<file path="src/hdl/eeelnp_pkg.sv">
// Constants, register map and types for the EEE low-power-idle and next-page block
// ==========================================================================
package eeelnp_pkg;

  // ========================================================================
  // Register map (printed offsets are indices, byte address is four times)
  localparam logic [11:0] EEELNP_IDX_RECOVERY  = 12'h0E6;
  localparam logic [11:0] EEELNP_IDX_BUFLOAD   = 12'h0E7;
  localparam logic [11:0] EEELNP_IDX_NP_TX     = 12'h0E8;
  localparam logic [11:0] EEELNP_IDX_NP_CTRL   = 12'h0E9;
  localparam logic [11:0] EEELNP_IDX_STATUS    = 12'h0EA;
  localparam int          EEELNP_ADDR_W        = 14;

  // ========================================================================
  // Reset values and fields
  localparam logic [7:0]  EEELNP_RECOVERY_RST  = 8'h27;
  localparam int          EEELNP_TRAFFIC_EN_B  = 7;
  localparam logic [5:0]  EEELNP_THRESH_RST    = 6'h08;
  localparam logic [10:0] EEELNP_CODE_RST      = 11'h001;
  localparam int          EEELNP_NP_B          = 15;
  localparam int          EEELNP_MP_B          = 13;
  localparam int          EEELNP_CAN_COMPLY_FLAG_B        = 12;
  localparam int          EEELNP_TOG_B         = 11;
  localparam int          EEELNP_BUF_UNIT_SH   = 9;

  // ========================================================================
  // Timing
  localparam int          EEELNP_CLK_HZ        = 20_000_000;
  localparam int          EEELNP_TICK_NS       = 640;
  localparam int          EEELNP_TICK_CYC      = (EEELNP_TICK_NS * (EEELNP_CLK_HZ / 1_000_000) + 999) / 1000;
  localparam logic [4:0]  EEELNP_TICK_LAST     = 5'(EEELNP_TICK_CYC - 1);

  typedef enum logic [1:0] {
    EEELNP_ST_IDLE = 2'b00,
    EEELNP_ST_LPI  = 2'b01,
    EEELNP_ST_WAIT = 2'b11
  } eeelnp_state_t;

endpackage

</file>
<file path="src/hdl/eeelnp_tick_if.sv">
// Interface carrying the 640 ns tick between the top and the timer
interface eeelnp_tick_if;
  logic tick;
  logic clr;
  modport gen (output tick, input clr);
  modport use_ (input tick, output clr);
endinterface

</file>
<file path="src/hdl/eeelnp_tick_gen.sv">
// 640 ns tick generator, restarted by the clear from the top
module eeelnp_tick_gen
  import eeelnp_pkg::*;
(
  // Clock and reset
  input  wire logic         mclk_i,
  input  wire logic         rst_n_i,
  // Tick
  eeelnp_tick_if.gen        tk
);
  logic [4:0] cnt_r;
  logic       tick_r;
  wire        wrap = (cnt_r == EEELNP_TICK_LAST);

  // Restart on clear so the first tick of a wait is a full period
  always_ff @(posedge mclk_i or negedge rst_n_i) begin
    if (!rst_n_i) begin
      cnt_r  <= 5'h00;
      tick_r <= 1'b0;
    end else begin
      cnt_r  <= (tk.clr || wrap) ? 5'h00 : cnt_r + 5'h01;
      tick_r <= wrap && !tk.clr;
    end
  end
  assign tk.tick = tick_r;
endmodule

</file>
<file path="src/hdl/eeelnp_top.sv">
// Top: APB register bank, LPI recovery timer, LPI termination and next-page word
//
// Decided for this implementation: the APB slave port.
module eeelnp_top
  import eeelnp_pkg::*;
#(
  parameter int BUF_W = 16
) (
  // Clock and reset
  input  wire logic                       mclk_i,
  input  wire logic                       rst_n_i,
  // APB slave
  input  wire logic                       psel_i,
  input  wire logic                       penable_i,
  input  wire logic                       pwrite_i,
  input  wire logic [EEELNP_ADDR_W-1:0]   paddr_i,
  input  wire logic [31:0]                pwdata_i,
  input  wire logic [3:0]                 pstrb_i,
  output logic      [31:0]                prdata_o,
  output logic                            pready_o,
  output logic                            pslverr_o,
  // MAC low-power idle
  input  wire logic                       lpi_req_i,
  input  wire logic                       input_traffic_i,
  input  wire logic [BUF_W-1:0]           src_buf_bytes_i,
  output logic                            lpi_req_o,
  output logic                            lpi_terminate_o,
  output logic                            tx_hold_o,
  // Next-page exchange with the negotiation engine
  input  wire logic                       base_toggle_i,
  input  wire logic                       page_sent_i,
  input  wire logic                       np_start_i,
  input  wire logic                       np_eee_agreed_i,
  output logic      [15:0]                np_tx_word_o,
  output logic                            eee_enabled_o
);
  import eeelnp_pkg::*;

  // ========================================================================
  // Registers
  logic [7:0]    recovery_r;
  logic          traffic_en_r;
  logic [5:0]    thresh_r;
  logic          more_pages_follow_r;
  logic          message_page_flag_r;
  logic          can_comply_flag_r;
  logic [10:0]   code_r;
  logic          toggle_r;
  logic          eee_en_r;
  logic [7:0]    wait_cnt_r;
  eeelnp_state_t state_r;
  eeelnp_state_t state_nxt;
  logic          req_r;
  logic          term_r;
  logic          hold_r;
  logic [31:0]   rdata_r;
  logic          ready_r;
  logic          err_r;
  logic [15:0]   np_word_r;

  eeelnp_tick_if tk ();
  eeelnp_tick_gen u_tick (
    .mclk_i  (mclk_i),
    .rst_n_i (rst_n_i),
    .tk      (tk.gen)
  );

  // ========================================================================
  // APB decode; answers in the access cycle, zero wait states
  wire        word_ok   = (paddr_i[1:0] == 2'b00);
  wire [11:0] idx       = paddr_i[EEELNP_ADDR_W-1:2];
  wire        sel_rec   = word_ok && idx == EEELNP_IDX_RECOVERY;
  wire        sel_buf   = word_ok && idx == EEELNP_IDX_BUFLOAD;
  wire        sel_np    = word_ok && idx == EEELNP_IDX_NP_TX;
  wire        sel_npc   = word_ok && idx == EEELNP_IDX_NP_CTRL;
  wire        sel_sts   = word_ok && idx == EEELNP_IDX_STATUS;
  wire        mapped    = sel_rec | sel_buf | sel_np | sel_npc | sel_sts;
  wire        setup     = psel_i && !penable_i;
  wire        acc       = psel_i && penable_i && ready_r;
  wire        wr        = acc && pwrite_i && mapped;
  wire        wr_b0     = wr && pstrb_i[0];
  wire        wr_b1     = wr && pstrb_i[1];

  // Control word view: np[0], mp[1], can_comply_flag[2]; code in np_tx word
  wire [15:0] np_word   = {more_pages_follow_r, 1'b0, message_page_flag_r,
                           can_comply_flag_r, toggle_r, code_r};
  wire [31:0] rd_mux    =
      sel_rec ? {24'h000000, recovery_r} :
      sel_buf ? {24'h000000, traffic_en_r, 1'b0, thresh_r} :
      sel_np  ? {16'h0000, np_word} :
      sel_npc ? {29'h00000000, can_comply_flag_r, message_page_flag_r, more_pages_follow_r} :
      sel_sts ? {22'h000000, 2'(state_r), wait_cnt_r} | {31'h00000000, 1'b0} |
                {16'h0000, eee_en_r, 15'h0000} :
      32'h00000000;

  always_ff @(posedge mclk_i or negedge rst_n_i) begin
    if (!rst_n_i) begin
      ready_r <= 1'b0;
      rdata_r <= 32'h00000000;
      err_r   <= 1'b0;
    end else begin
      ready_r <= setup;
      rdata_r <= setup ? rd_mux : 32'h00000000;
      err_r   <= setup && !mapped;
    end
  end

  // ========================================================================
  // Software-written fields
  always_ff @(posedge mclk_i or negedge rst_n_i) begin
    if (!rst_n_i) begin
      recovery_r          <= EEELNP_RECOVERY_RST;
      traffic_en_r        <= 1'b0;
      thresh_r            <= EEELNP_THRESH_RST;
      more_pages_follow_r <= 1'b0;
      message_page_flag_r <= 1'b1;
      can_comply_flag_r   <= 1'b0;
      code_r              <= EEELNP_CODE_RST;
    end else begin
      if (wr_b0 && sel_rec) begin
        recovery_r <= pwdata_i[7:0];
      end
      if (wr_b0 && sel_buf) begin
        traffic_en_r <= pwdata_i[EEELNP_TRAFFIC_EN_B];
        thresh_r     <= pwdata_i[5:0];
      end
      if (wr_b0 && sel_npc) begin
        more_pages_follow_r <= pwdata_i[0];
        message_page_flag_r <= pwdata_i[1];
        can_comply_flag_r   <= pwdata_i[2];
      end
      if (sel_np && wr_b0) begin
        code_r[7:0] <= pwdata_i[7:0];
      end
      if (sel_np && wr_b1) begin
        code_r[10:8] <= pwdata_i[10:8];
      end
    end
  end

  // ========================================================================
  // Toggle and hardware EEE enable from the next-page exchange
  always_ff @(posedge mclk_i or negedge rst_n_i) begin
    if (!rst_n_i) begin
      toggle_r <= 1'b0;
      eee_en_r <= 1'b0;
    end else begin
      if (np_start_i) begin
        toggle_r <= !base_toggle_i;
      end else if (page_sent_i) begin
        toggle_r <= !toggle_r;
      end
      if (np_start_i) begin
        eee_en_r <= 1'b0;
      end else if (page_sent_i && !more_pages_follow_r) begin
        eee_en_r <= np_eee_agreed_i;
      end
    end
  end

  // ========================================================================
  // Low-power idle request, termination and recovery wait
  // Buffer usage compared in 512-byte units; a partial unit counts as over
  wire [BUF_W-1:0] thresh_bytes = BUF_W'({thresh_r, 9'h000});
  wire             buf_over     = src_buf_bytes_i > thresh_bytes;
  wire             traffic_kill = traffic_en_r && input_traffic_i;
  wire             kill         = buf_over || traffic_kill;
  wire             wait_done    = (wait_cnt_r == 8'h00);

  always_comb begin
    state_nxt = state_r;
    unique case (state_r)
      EEELNP_ST_IDLE: if (lpi_req_i && !kill) begin
        state_nxt = EEELNP_ST_LPI;
      end
      EEELNP_ST_LPI: if (!lpi_req_i || kill) begin
        state_nxt = EEELNP_ST_WAIT;
      end
      EEELNP_ST_WAIT: if (wait_done || (tk.tick && wait_cnt_r == 8'h01)) begin
        state_nxt = EEELNP_ST_IDLE;
      end
      default: state_nxt = EEELNP_ST_IDLE;
    endcase
  end

  assign tk.clr = (state_r == EEELNP_ST_LPI) && (state_nxt == EEELNP_ST_WAIT);

  always_ff @(posedge mclk_i or negedge rst_n_i) begin
    if (!rst_n_i) begin
      state_r    <= EEELNP_ST_IDLE;
      wait_cnt_r <= 8'h00;
    end else begin
      state_r <= state_nxt;
      if (tk.clr) begin
        wait_cnt_r <= recovery_r;
      end else if (state_r == EEELNP_ST_WAIT && tk.tick && !wait_done) begin
        wait_cnt_r <= wait_cnt_r - 8'h01;
      end
    end
  end

  always_ff @(posedge mclk_i or negedge rst_n_i) begin
    if (!rst_n_i) begin
      req_r     <= 1'b0;
      term_r    <= 1'b0;
      hold_r    <= 1'b0;
      np_word_r <= {2'b00, 1'b1, 2'b00, EEELNP_CODE_RST};
    end else begin
      req_r     <= (state_nxt == EEELNP_ST_LPI);
      term_r    <= (state_r == EEELNP_ST_LPI) && kill;
      hold_r    <= (state_nxt == EEELNP_ST_WAIT);
      np_word_r <= np_word;
    end
  end

  // ========================================================================
  // Outputs
  assign prdata_o        = rdata_r;
  assign pready_o        = ready_r;
  assign pslverr_o       = err_r;
  assign lpi_req_o       = req_r;
  assign lpi_terminate_o = term_r;
  assign tx_hold_o       = hold_r;
  assign np_tx_word_o    = np_word_r;
  assign eee_enabled_o   = eee_en_r;
endmodule

</file>
<file path="config.mk">
export PLATFORM = sky130hd
export DESIGN_NAME = eeelnp_top
export DESIGN_NICKNAME = d
export VERILOG_FILES = /design/src/hdl/eeelnp_pkg.sv /design/src/hdl/eeelnp_tick_if.sv /design/src/hdl/eeelnp_tick_gen.sv /design/src/hdl/eeelnp_top.sv
export SDC_FILE = /design/constraint.sdc
export NUM_CORES = 1
export LEC_CHECK = 0
export BUFFER_PORTS_ARGS = -buffer_cell sky130_fd_sc_hd__buf_4
export CAP_MARGIN = 15
export CORE_MARGIN = 5
export CORE_UTILIZATION = 45
export DETAILED_ROUTE_END_ITERATION = 10
export PLACE_DENSITY = 0.83
export SLEW_MARGIN = 5
export SYNTH_ARGS = -nofsm -noshare
export SYNTH_HDL_FRONTEND = slang
export SYNTH_SLANG_ARGS = --single-unit
</file>
<file path="constraint.sdc">
create_clock -name mclk_i -period 2.4 [get_ports mclk_i]
set_input_delay 0.48 -clock mclk_i [delete_from_list [all_inputs] [get_ports mclk_i]]
set_output_delay 0.48 -clock mclk_i [all_outputs]
set_load 0.05 [all_outputs]
</file>
### Word-level counts from Yosys, hierarchy flattened

Cells that the tools add are included.

* register bits: 83
* input port bits: 77
* logic and storage cells: 103

* $add $sub $neg: 2
* $lt $le $gt $ge: 1
* equality and inequality tests: 11
* multiplexer cells: 17
* bitwise operators: 5
* reduce and logical (&&, ||, !) cells: 46

Operator list (number)
* $mux 16: 6
* $eq 12x8->1 const B: 5
* $logic_and 1x1->1: 27
* $gt 16x15->1: 1
* $mux 8: 2
* $or 10x16->16: 1
* $logic_not 1->1: 9
* $eq 8x1->1 const B: 1
* $logic_not 8->1: 1
* $sub 8x1->8 const B: 1
* $mux 2: 3
* $pmux 2 s3: 1
* $reduce_bool 2->1: 3
* $add 5x1->5 const B: 1
* $eq 5x4->1 const B: 1
* $mux 5: 1
* $eq 2x1->1 const B: 2
* $eq 2x2->1 const B: 2
* $logic_not 2->1: 2
* $logic_or 1x1->1: 4
* $mux 1: 4
* $or 1x1->1: 4

### Logic depth before layout (Yosys ltp)

Gate-level depths: netlist of run 1.

* depth after elaboration: 10
* gate-level depth with buffers: 8
* depth with buffers taken out: 7

### By module

Synthesis of run 1 repeated with hierarchy kept, for this count alone.

* cell total of the unflattened synthesis: 330
* area, all modules: 3895.0 um2

By module, submodules not included
* eeelnp_top: times used 1, cells each 306, area each 3594.7 um2, sequential area each 1913.1 um2
* eeelnp_tick_gen: times used 1, cells each 24, area each 300.3 um2, sequential area each 150.1 um2

### Worst setup path before layout of run 1

No wires, ideal clock.

* kind: input port to flip-flop
* from: input paddr_i[11]
* to: register code_r[1]
* setup time: 125 ps
* data arrival time: 2570 ps
* required time: 2275 ps
* setup slack: -295 ps
* cell stages on the path: 6
* buffers on the path: 1
* path through: or4_1 > or4_1 > buf_2 > or3_4 > nor2_8 > mux2_2

* cells in the longest elaborated chain, start to end: 9
* elaborated cells between the ends (all ways): 17

RTL lines
* start: declaration: line eeelnp_top.sv:16 `input wire logic [EEELNP_ADDR_W-1:0] paddr_i,`
* $eq 12x8->1 (on tied branches): line eeelnp_top.sv:72, eeelnp_top.sv:73
* $logic_and 1x1->1 (on tied branches): line eeelnp_top.sv:72, eeelnp_top.sv:73
* $or 1x1->1 (4 in series): line eeelnp_top.sv:77 `wire mapped = sel_rec | sel_buf | sel_np | sel_npc | sel_sts;`
* $logic_and 1x1->1: line eeelnp_top.sv:80 `wire wr = acc && pwrite_i && mapped;`
* $logic_and 1x1->1: line eeelnp_top.sv:81 `wire wr_b0 = wr && pstrb_i[0];`
* $logic_and 1x1->1 (*): line eeelnp_top.sv:132 `if (sel_np && wr_b0) begin`
* end signal: assignment: line eeelnp_top.sv:133 `code_r[7:0] <= pwdata_i[7:0];`
* end: declaration: line eeelnp_top.sv:47 `logic [10:0] code_r;`

Mark *: on every way between the ends. The rest lies on a longest branch, timed or not.
A chain may end at the register's enable or synchronous reset.

### Worst setup path in the final report of run 1

* from: input paddr_i[1]
* to: register code_r[3]

* cells in the longest elaborated chain, start to end: 9
* elaborated cells between the ends (all ways): 13

RTL lines
* $logic_not 2->1 (*): line eeelnp_top.sv:70 `wire word_ok = (paddr_i[1:0] == 2'b00);`
* $logic_and 1x1->1 (on tied branches): line eeelnp_top.sv:72, eeelnp_top.sv:73
* $or 1x1->1 (4 in series): line eeelnp_top.sv:77
* $logic_and 1x1->1: line eeelnp_top.sv:80
* $logic_and 1x1->1: line eeelnp_top.sv:81
* $logic_and 1x1->1 (*): line eeelnp_top.sv:132

Marked as above.

==> results.json, run 1 <==
{
  "dr.pass1.iters": 5,
  "slew_headroom_pct": 58.2,
  "worst_pin_slew_ns": 0.625,
  "cts.htree.levels": 3,
  "nets": 519,
  "cp_max_fo": 8,
  "dpl.hpwl_um": 6410,
  "setup_ws_ns": 0.0112,
  "synth_edf_count": 0,
  "combPwrFrac_pct": 19.5,
  "switching_share_pct": 28.5,
  "slowest_stage": "or4b_4",
  "setup_viol": 0,
  "power_mw": 3.38,
  "vias": 2860,
  "placementRows": 33,
  "powerDensity_nw_per_um2": 687,
  "p_sw_uw": 965,
  "finalMaxSlewViolations": 0,
  "fin_crit_ns": 2.39,
  "p_clk_share_pct": 34.8,
  "fp.dieH_um": 102,
  "p_leak_nw": 2.45,
  "cap_violations": 0,
  "initial_core_util_pct": 46.0,
  "path_clk_slew_ns": 0.07,
  "final.period_utilization_pct": 99.5,
  "fin_util_pct": 59.9,
  "wire_per_inst_um": 15.7,
  "place_inst": 526,
  "antenna_found_initial": 0,
  "track_usage_pct": 17.4,
  "first_iter_violations": 116,
  "drc": 0,
  "synth_top_area_share_pct": 48.3,
  "port_buffers": 89,
  "synthToLayoutAreaGrowth_pct": 30.3,
  "design.die.area_sq_um": 10300,
  "reg2reg_from": "thresh_r[1]$_DFFE_PN0P_",
  "cp-startpoint": "paddr_i[1]",
  "synth_area_leaders": "dfrtp_1 48%, mux2_2 8.3%, dfstp_2 6.3%",
  "cts_made_buffers": 9,
  "mostFrequentLayoutCells": "105 x buf_4, 73 x dfrtp_1, 25 x mux2_2, 19 x nor2_1",
  "hold_viol": 0,
  "ys_seq_area_share_pct": 54.6,
  "synth_seq_cells": 82,
  "grt_overflow": 0,
  "outcome": "finished clean",
  "via_per_inst": 5.28,
  "required_ns": 2.63,
  "synth_warnings": 0,
  "startpoint_type": "primary input",
  "drive_gt1_share_pct": 39.6,
  "die_w_um": 102,
  "num_antenna_cells": 0,
  "yosys_most_used_dff": "dfrtp_1",
  "cts_tree": "done",
  "ctsHoldBuffers": 0,
  "cts_num_sinks": 82,
  "crit_path_end_kind": "register",
  "clk_latency_ns": 0.35,
  "grt_busiest_layer": "met2",
  "layout_commonest_cell": "buf_4",
  "min_path_type": "primary input to asynchronous set/reset pin",
  "syn_area_per_cell_sq_um": 11.7,
  "use_met3_pct": 5.92,
  "use_met2_pct": 27.0,
  "arrival_ns": 2.62,
  "num_io_pins": 131,
  "seqPwrFrac_pct": 45.7,
  "grt_pass1_wl_um": 13900,
  "wirelength_um": 8490,
  "syn_inst": 324,
  "vdd_drop_max_mv": 0.332,
  "clockRootBuffer": "clkbuf_8",
  "fmax_mhz": 419,
  "coreArea_sq_um": 8220,
  "fin_cells": 542,
  "pre_cts_ws_ns": -0.354,
  "synth_area_sq_um": 3780,
  "gp_congestion": 0.886,
  "crit_chain": "buf_4 -> or4b_4 -> or4_4 -> or3_4 -> nor2_8 -> mux2_2",
  "synth_cell_type_count": 49,
  "critPathKind": "primary input to register",
  "fin_skew_ns": 0.00845,
  "slowest_delay_ns": 0.53,
  "use_met1_pct": 22.3,
  "grt_max_degree": 43,
  "antenna_left": 0,
  "internal-power_mw": 2.42,
  "synthArstFlopShare_pct": 100,
  "holdWs_ns": 0.108,
  "grt_pass1_vias": 2923,
  "yosysTopAreaCell": "dfrtp_1",
  "clockBufferDepth": 2,
  "rsz0062_at_grt": "false"
}
## cell usage after synthesis, drive strengths merged (7+ instances only)
cell	number
a221o	8
buf	21
inv	14
nand2	15
mux2	28
dfrtp	73
nor3	8
or4	7
a21oi	19
dfstp	9
nand2b	7
mux2i	11
o21ai	10
ha	10
nor2	23
## layer usage
| layer | wire [um] | up-vias |
|---|---|---|
| li1 | - | 1336 |
| met1 | 3400 | 1381 |
| met2 | 4190 | 128 |
| met3 | 720 | 15 |
| met4 | 179 | 0 |
| met5 | 0 | - |
## final cells by class
type	count	area, sq um
multi-input cells	218	1610
repair buffers	107	828
clock inverters	7	116
clock buffers	9	124
fillers	657	3290
well taps	105	131
inverters	14	52.6
flip-flops and latches	82	2060
## power by group through the flow
| stage | Combinational (mW) | Clock (mW) | Sequential, mW |
|---|---|---|---|
| final | 0.660 | 1.18 | 1.55 |
| after global routing | 0.726 | 1.27 | 1.56 |
| after CTS | 0.654 | 1.20 | 1.55 |
| after detailed placement | 0.654 | 0 | 1.57 |
| after global placement | 0.623 | 0 | 1.57 |
| after floorplan | 0.386 | 0 | 1.62 |
## cells by family after synthesis
group / count (synthesis) / share of synthesized area, %
AND/OR/NAND/NOR: 97 / 15.2
multiplexers: 39 / 11.3
flip-flops: 82 / 54.6
AO/OA/AOI/OAI: 50 / 8.74
buffers and inverters: 41 / 5.89
adder cells (fa/ha/maj): 10 / 3.31
XOR/XNOR: 4 / 0.927
other: 1 / 0.0992
## repair_timing
item	in CTS	in global routing
gates resized for setup	0	3
setup buffers	0	0
endpoints found under the hold margin	0	0
setup endpoints to repair	0	5
## registers in the layout, summed over array words and instances (netlist names), 2 cells and up
register / flops
wait_cnt_r: 8
state_r: 2
prdata_o: 15
recovery_r: 8
code_r: 11
u_tick.cnt_r: 5
thresh_r: 6
np_tx_word_o: 15
## worst paths after layout
| kind | endpoint | slack, ns | cells past startpoint |
|---|---|---|---|
| hold reg to reg | np_tx_word_o[0]$_DFF_PN1_ | 0.38 | 0 |
| max in group asynchronous | np_tx_word_o[13]$_DFF_PN1_ | 1.65 | 2 |
| setup reg to reg | wait_cnt_r[5]$_DFFE_PN0P_ | 0.16 | 8 |
| setup / recovery | code_r[3]$_DFFE_PN0P_ | 0.01 | 6 |
| hold / removal | np_tx_word_o[3]$_DFF_PN0_ | 0.11 | 1 |
| min in group mclk_i | toggle_r$_DFFE_PN0P_ | 0.31 | 2 |
## stage by stage
stage               setup TNS [ns]  cell area, sq um
floorplan                    -2.79              3880
global route                     0              4920
finish                           0              4920
detailed placement           -9.94              4660
CTS                              0              4900
global placement             -8.86              4660
## critical path, delay by kind of cell
| family | cells | cell delay (ns) |
|---|---|---|
| muxes | 1 | 0.36 |
| and+or+nand+nor | 4 | 1.67 |
| buffers and inverters | 1 | 0.11 |
Power figures use the tool's default switching activity.
==> inputs of run 2 (changes only) <==
Settings changed: ABC_AREA set to 1, CORE_UTILIZATION 45 to 46, GPL_TIMING_DRIVEN set to 0.
==> results.json, run 2 <==
{
  "outcome": "finished clean",
  "synthToLayoutAreaGrowth_pct": 26.6,
  "synth_edf_count": 0,
  "ys_seq_area_share_pct": 51.3,
  "synth_warnings": 0,
  "grt_pass1_wl_um": 17000,
  "first_iter_violations": 229,
  "yosysTopAreaCell": "dfrtp_1",
  "fin_crit_ns": 2.12,
  "holdWs_ns": 0.277,
  "wire_per_inst_um": 13.8,
  "combPwrFrac_pct": 24.3,
  "port_buffers": 89,
  "place_area_sq_um": 4890,
  "coreArea_sq_um": 8640,
  "cap_violations": 0,
  "synth_cell_type_count": 29,
  "min_path_type": "primary input to asynchronous set/reset pin",
  "cts_tree": "done",
  "vias": 3604,
  "grt_overflow": 0,
  "syn_inst": 489,
  "fmax_mhz": 472,
  "gp_congestion": 0.913,
  "finalMaxSlewViolations": 0,
  "seqPwrFrac_pct": 47.1,
  "via_per_inst": 5.01,
  "fp.dieH_um": 104,
  "grt_pass1_vias": 3676,
  "synth_seq_cells": 82,
  "rsz0062_at_grt": "false",
  "num-fill-cells": 745,
  "mostFrequentLayoutCells": "159 x nand2_1, 109 x buf_4, 73 x dfrtp_1, 62 x inv_1, 37 x nor2_1",
  "cts.htree.levels": 3,
  "startpoint_type": "register",
  "placementRows": 34,
  "critPathKind": "register to register",
  "arrival_ns": 2.36,
  "grt_max_degree": 83,
  "hold_viol": 0,
  "clockBufferDepth": 2,
  "fin_skew_ns": 0.0137,
  "clockRootBuffer": "clkbuf_8",
  "slew_headroom_pct": 35.3,
  "syn_area_per_cell_sq_um": 8.23,
  "p_leak_nw": 2.75,
  "synth_common_cells": "160 x nand2_1, 73 x dfrtp_1, 62 x inv_1, 37 x nand3_1, 37 x nor2_1",
  "antenna_left": 0,
  "drive_gt1_share_pct": 24.2,
  "required_ns": 2.64,
  "synthArstFlopShare_pct": 100,
  "dpl.hpwl_um": 7670,
  "antenna_found_initial": 0,
  "p_sw_mw": 1.14,
  "design_area_sq_um": 5090,
  "powerDensity_nw_per_um2": 673,
  "p_clk_share_pct": 28.5,
  "internal-power_mw": 2.28,
  "synth_area_sq_um": 4020,
  "yosys_most_used_dff": "dfrtp_1",
  "nets": 693,
  "crit_top_cell": "nand2_1",
  "setup_viol": 0,
  "path_clk_slew_ns": 0.08,
  "vdd_drop_max_mv": 0.366,
  "clk_latency_ns": 0.35,
  "crit_path_end_kind": "register",
  "slowest_delay_ns": 0.56,
  "final.period_utilization_pct": 88.3,
  "worst_pin_slew_ns": 0.971,
  "yosysMostFrequentCell": "nand2_1",
  "synth_top_area_share_pct": 45.4,
  "synth_area_leaders": "dfrtp_1 45%, nand2_1 15%, dfstp_2 5.9%",
  "num_io_pins": 131,
  "wirelength_um": 9890,
  "initial_core_util_pct": 46.6,
  "num_antenna_cells": 0,
  "die_w_um": 104,
  "cts_made_buffers": 9,
  "layout_commonest_cell": "nand2_1",
  "crit_chain": "inv_1 -> ha_1 -> nand2_1 -> nor2_1 -> nand2_1 -> nand2_1 -> nand2_1 -> nand3_2 -> nand2_2 -> buf_4 -> o21ai_0 -> inv_1",
  "switching_share_pct": 33.4,
  "track_usage_pct": 19.1,
  "cp_max_fo": 10,
  "dr.pass1.iters": 5,
  "drc": 0,
  "design.die.area_sq_um": 10700,
  "ctsHoldBuffers": 0,
  "slowest_stage": "dfstp_2",
  "cts_num_sinks": 82
}
[run 2: cell count changes in the layout (fill, tap and decap cells not counted), sizes merged, moves of 10 or more]
cell	before	now
inv	15	62
nand3	6	40
mux2	28	0
nand4	1	14
nor2	23	41
nand2	15	160
mux2i	11	1
[run 2: final cells by class]
type	instances	area, sq um	share of cell area (%)
Multi-Input combinational cell	338	1630	32.0
Inverter	63	236	4.64
Timing Repair Buffer	89	668	13.1
Tap cell	108	135	2.65
Sequential cell	82	2060	40.5
Clock buffer	9	124	2.43
Clock inverter	7	70.1	1.38
Buffer	23	164	3.22
[run 2: per-stage QoR]
stage | setup TNS, ns | instances | setup WS [ns] | power, mW | util [%]
finish | 0 | 719 | 0.282 | 3.43 | 59.0
global route | 0 | 719 | 0.0843 | 3.63 | 59.0
CTS | 0 | 719 | 0.0729 | 3.45 | 58.9
detailed placement | -0.00622 | 703 | -0.00622 | 2.48 | 56.6
global placement | 0 | 703 | 0.0628 | 2.43 | 56.6
floorplan | 0 | 506 | 0.471 | 2.20 | -
[run 2: metal layers]
| metal | GRT usage (%) | vias to the layer above | routed length, um |
|---|---|---|---|
| li1 | - | 1739 | - |
| met1 | 25.2 | 1672 | 4040 |
| met2 | 29.7 | 166 | 4610 |
| met3 | 4.91 | 27 | 957 |
| met4 | 8.62 | 0 | 289 |
| met5 | 0 | - | 0 |
[run 2: kinds of logic after synthesis]
kind of cell / share of synthesized area [%]
compound gates: 4.35
flops: 51.3
xor+xnor: 1.96
other cells: 0.0932
fa+ha+maj: 3.11
mux: 0.249
buf+inv: 9.95
simple gates: 29.0
[run 2: critical path: cells and delay by family, from the launching register on]
| kind | cells | cell delay (ns) |
|---|---|---|
| simple gates | 7 | 0.71 |
| flops | 1 | 0.56 |
| buf+inv | 3 | 0.32 |
| fa+ha+maj | 1 | 0.29 |
| compound gates | 1 | 0.14 |
[run 2: final timing paths]
kind / startpoint / to / slack, ns / depth (start not counted)
max: thresh_r[3]$_DFFE_PN1P_ / wait_cnt_r[0]$_DFFE_PN0P_ / 0.28 / 12
min: rst_n_i / u_tick.cnt_r[2]$_DFF_PN0_ / 0.28 / 1
max reg2reg: thresh_r[3]$_DFFE_PN1P_ / wait_cnt_r[0]$_DFFE_PN0P_ / 0.28 / 12
min reg2reg: code_r[0]$_DFFE_PN1P_ / np_tx_word_o[0]$_DFF_PN1_ / 0.38 / 0
max in group asynchronous: rst_n_i / np_tx_word_o[12]$_DFF_PN0_ / 1.50 / 1
min in group mclk_i: penable_i / pslverr_o$_DFF_PN0_ / 0.30 / 2
[run 2: power groups by stage]
stage	Clock [mW]	Combinational, mW	Sequential, mW
global route	1.05	0.950	1.63
global placement	0	0.800	1.63
finish	0.977	0.834	1.61
detailed placement	0	0.837	1.64
CTS	0.994	0.837	1.61
floorplan	0	0.518	1.69
[run 2: what timing repair did]
item,4_1_cts,5_1_grt
gates resized for setup,0,2
setup endpoints to repair,0,11
buffers inserted,0,0
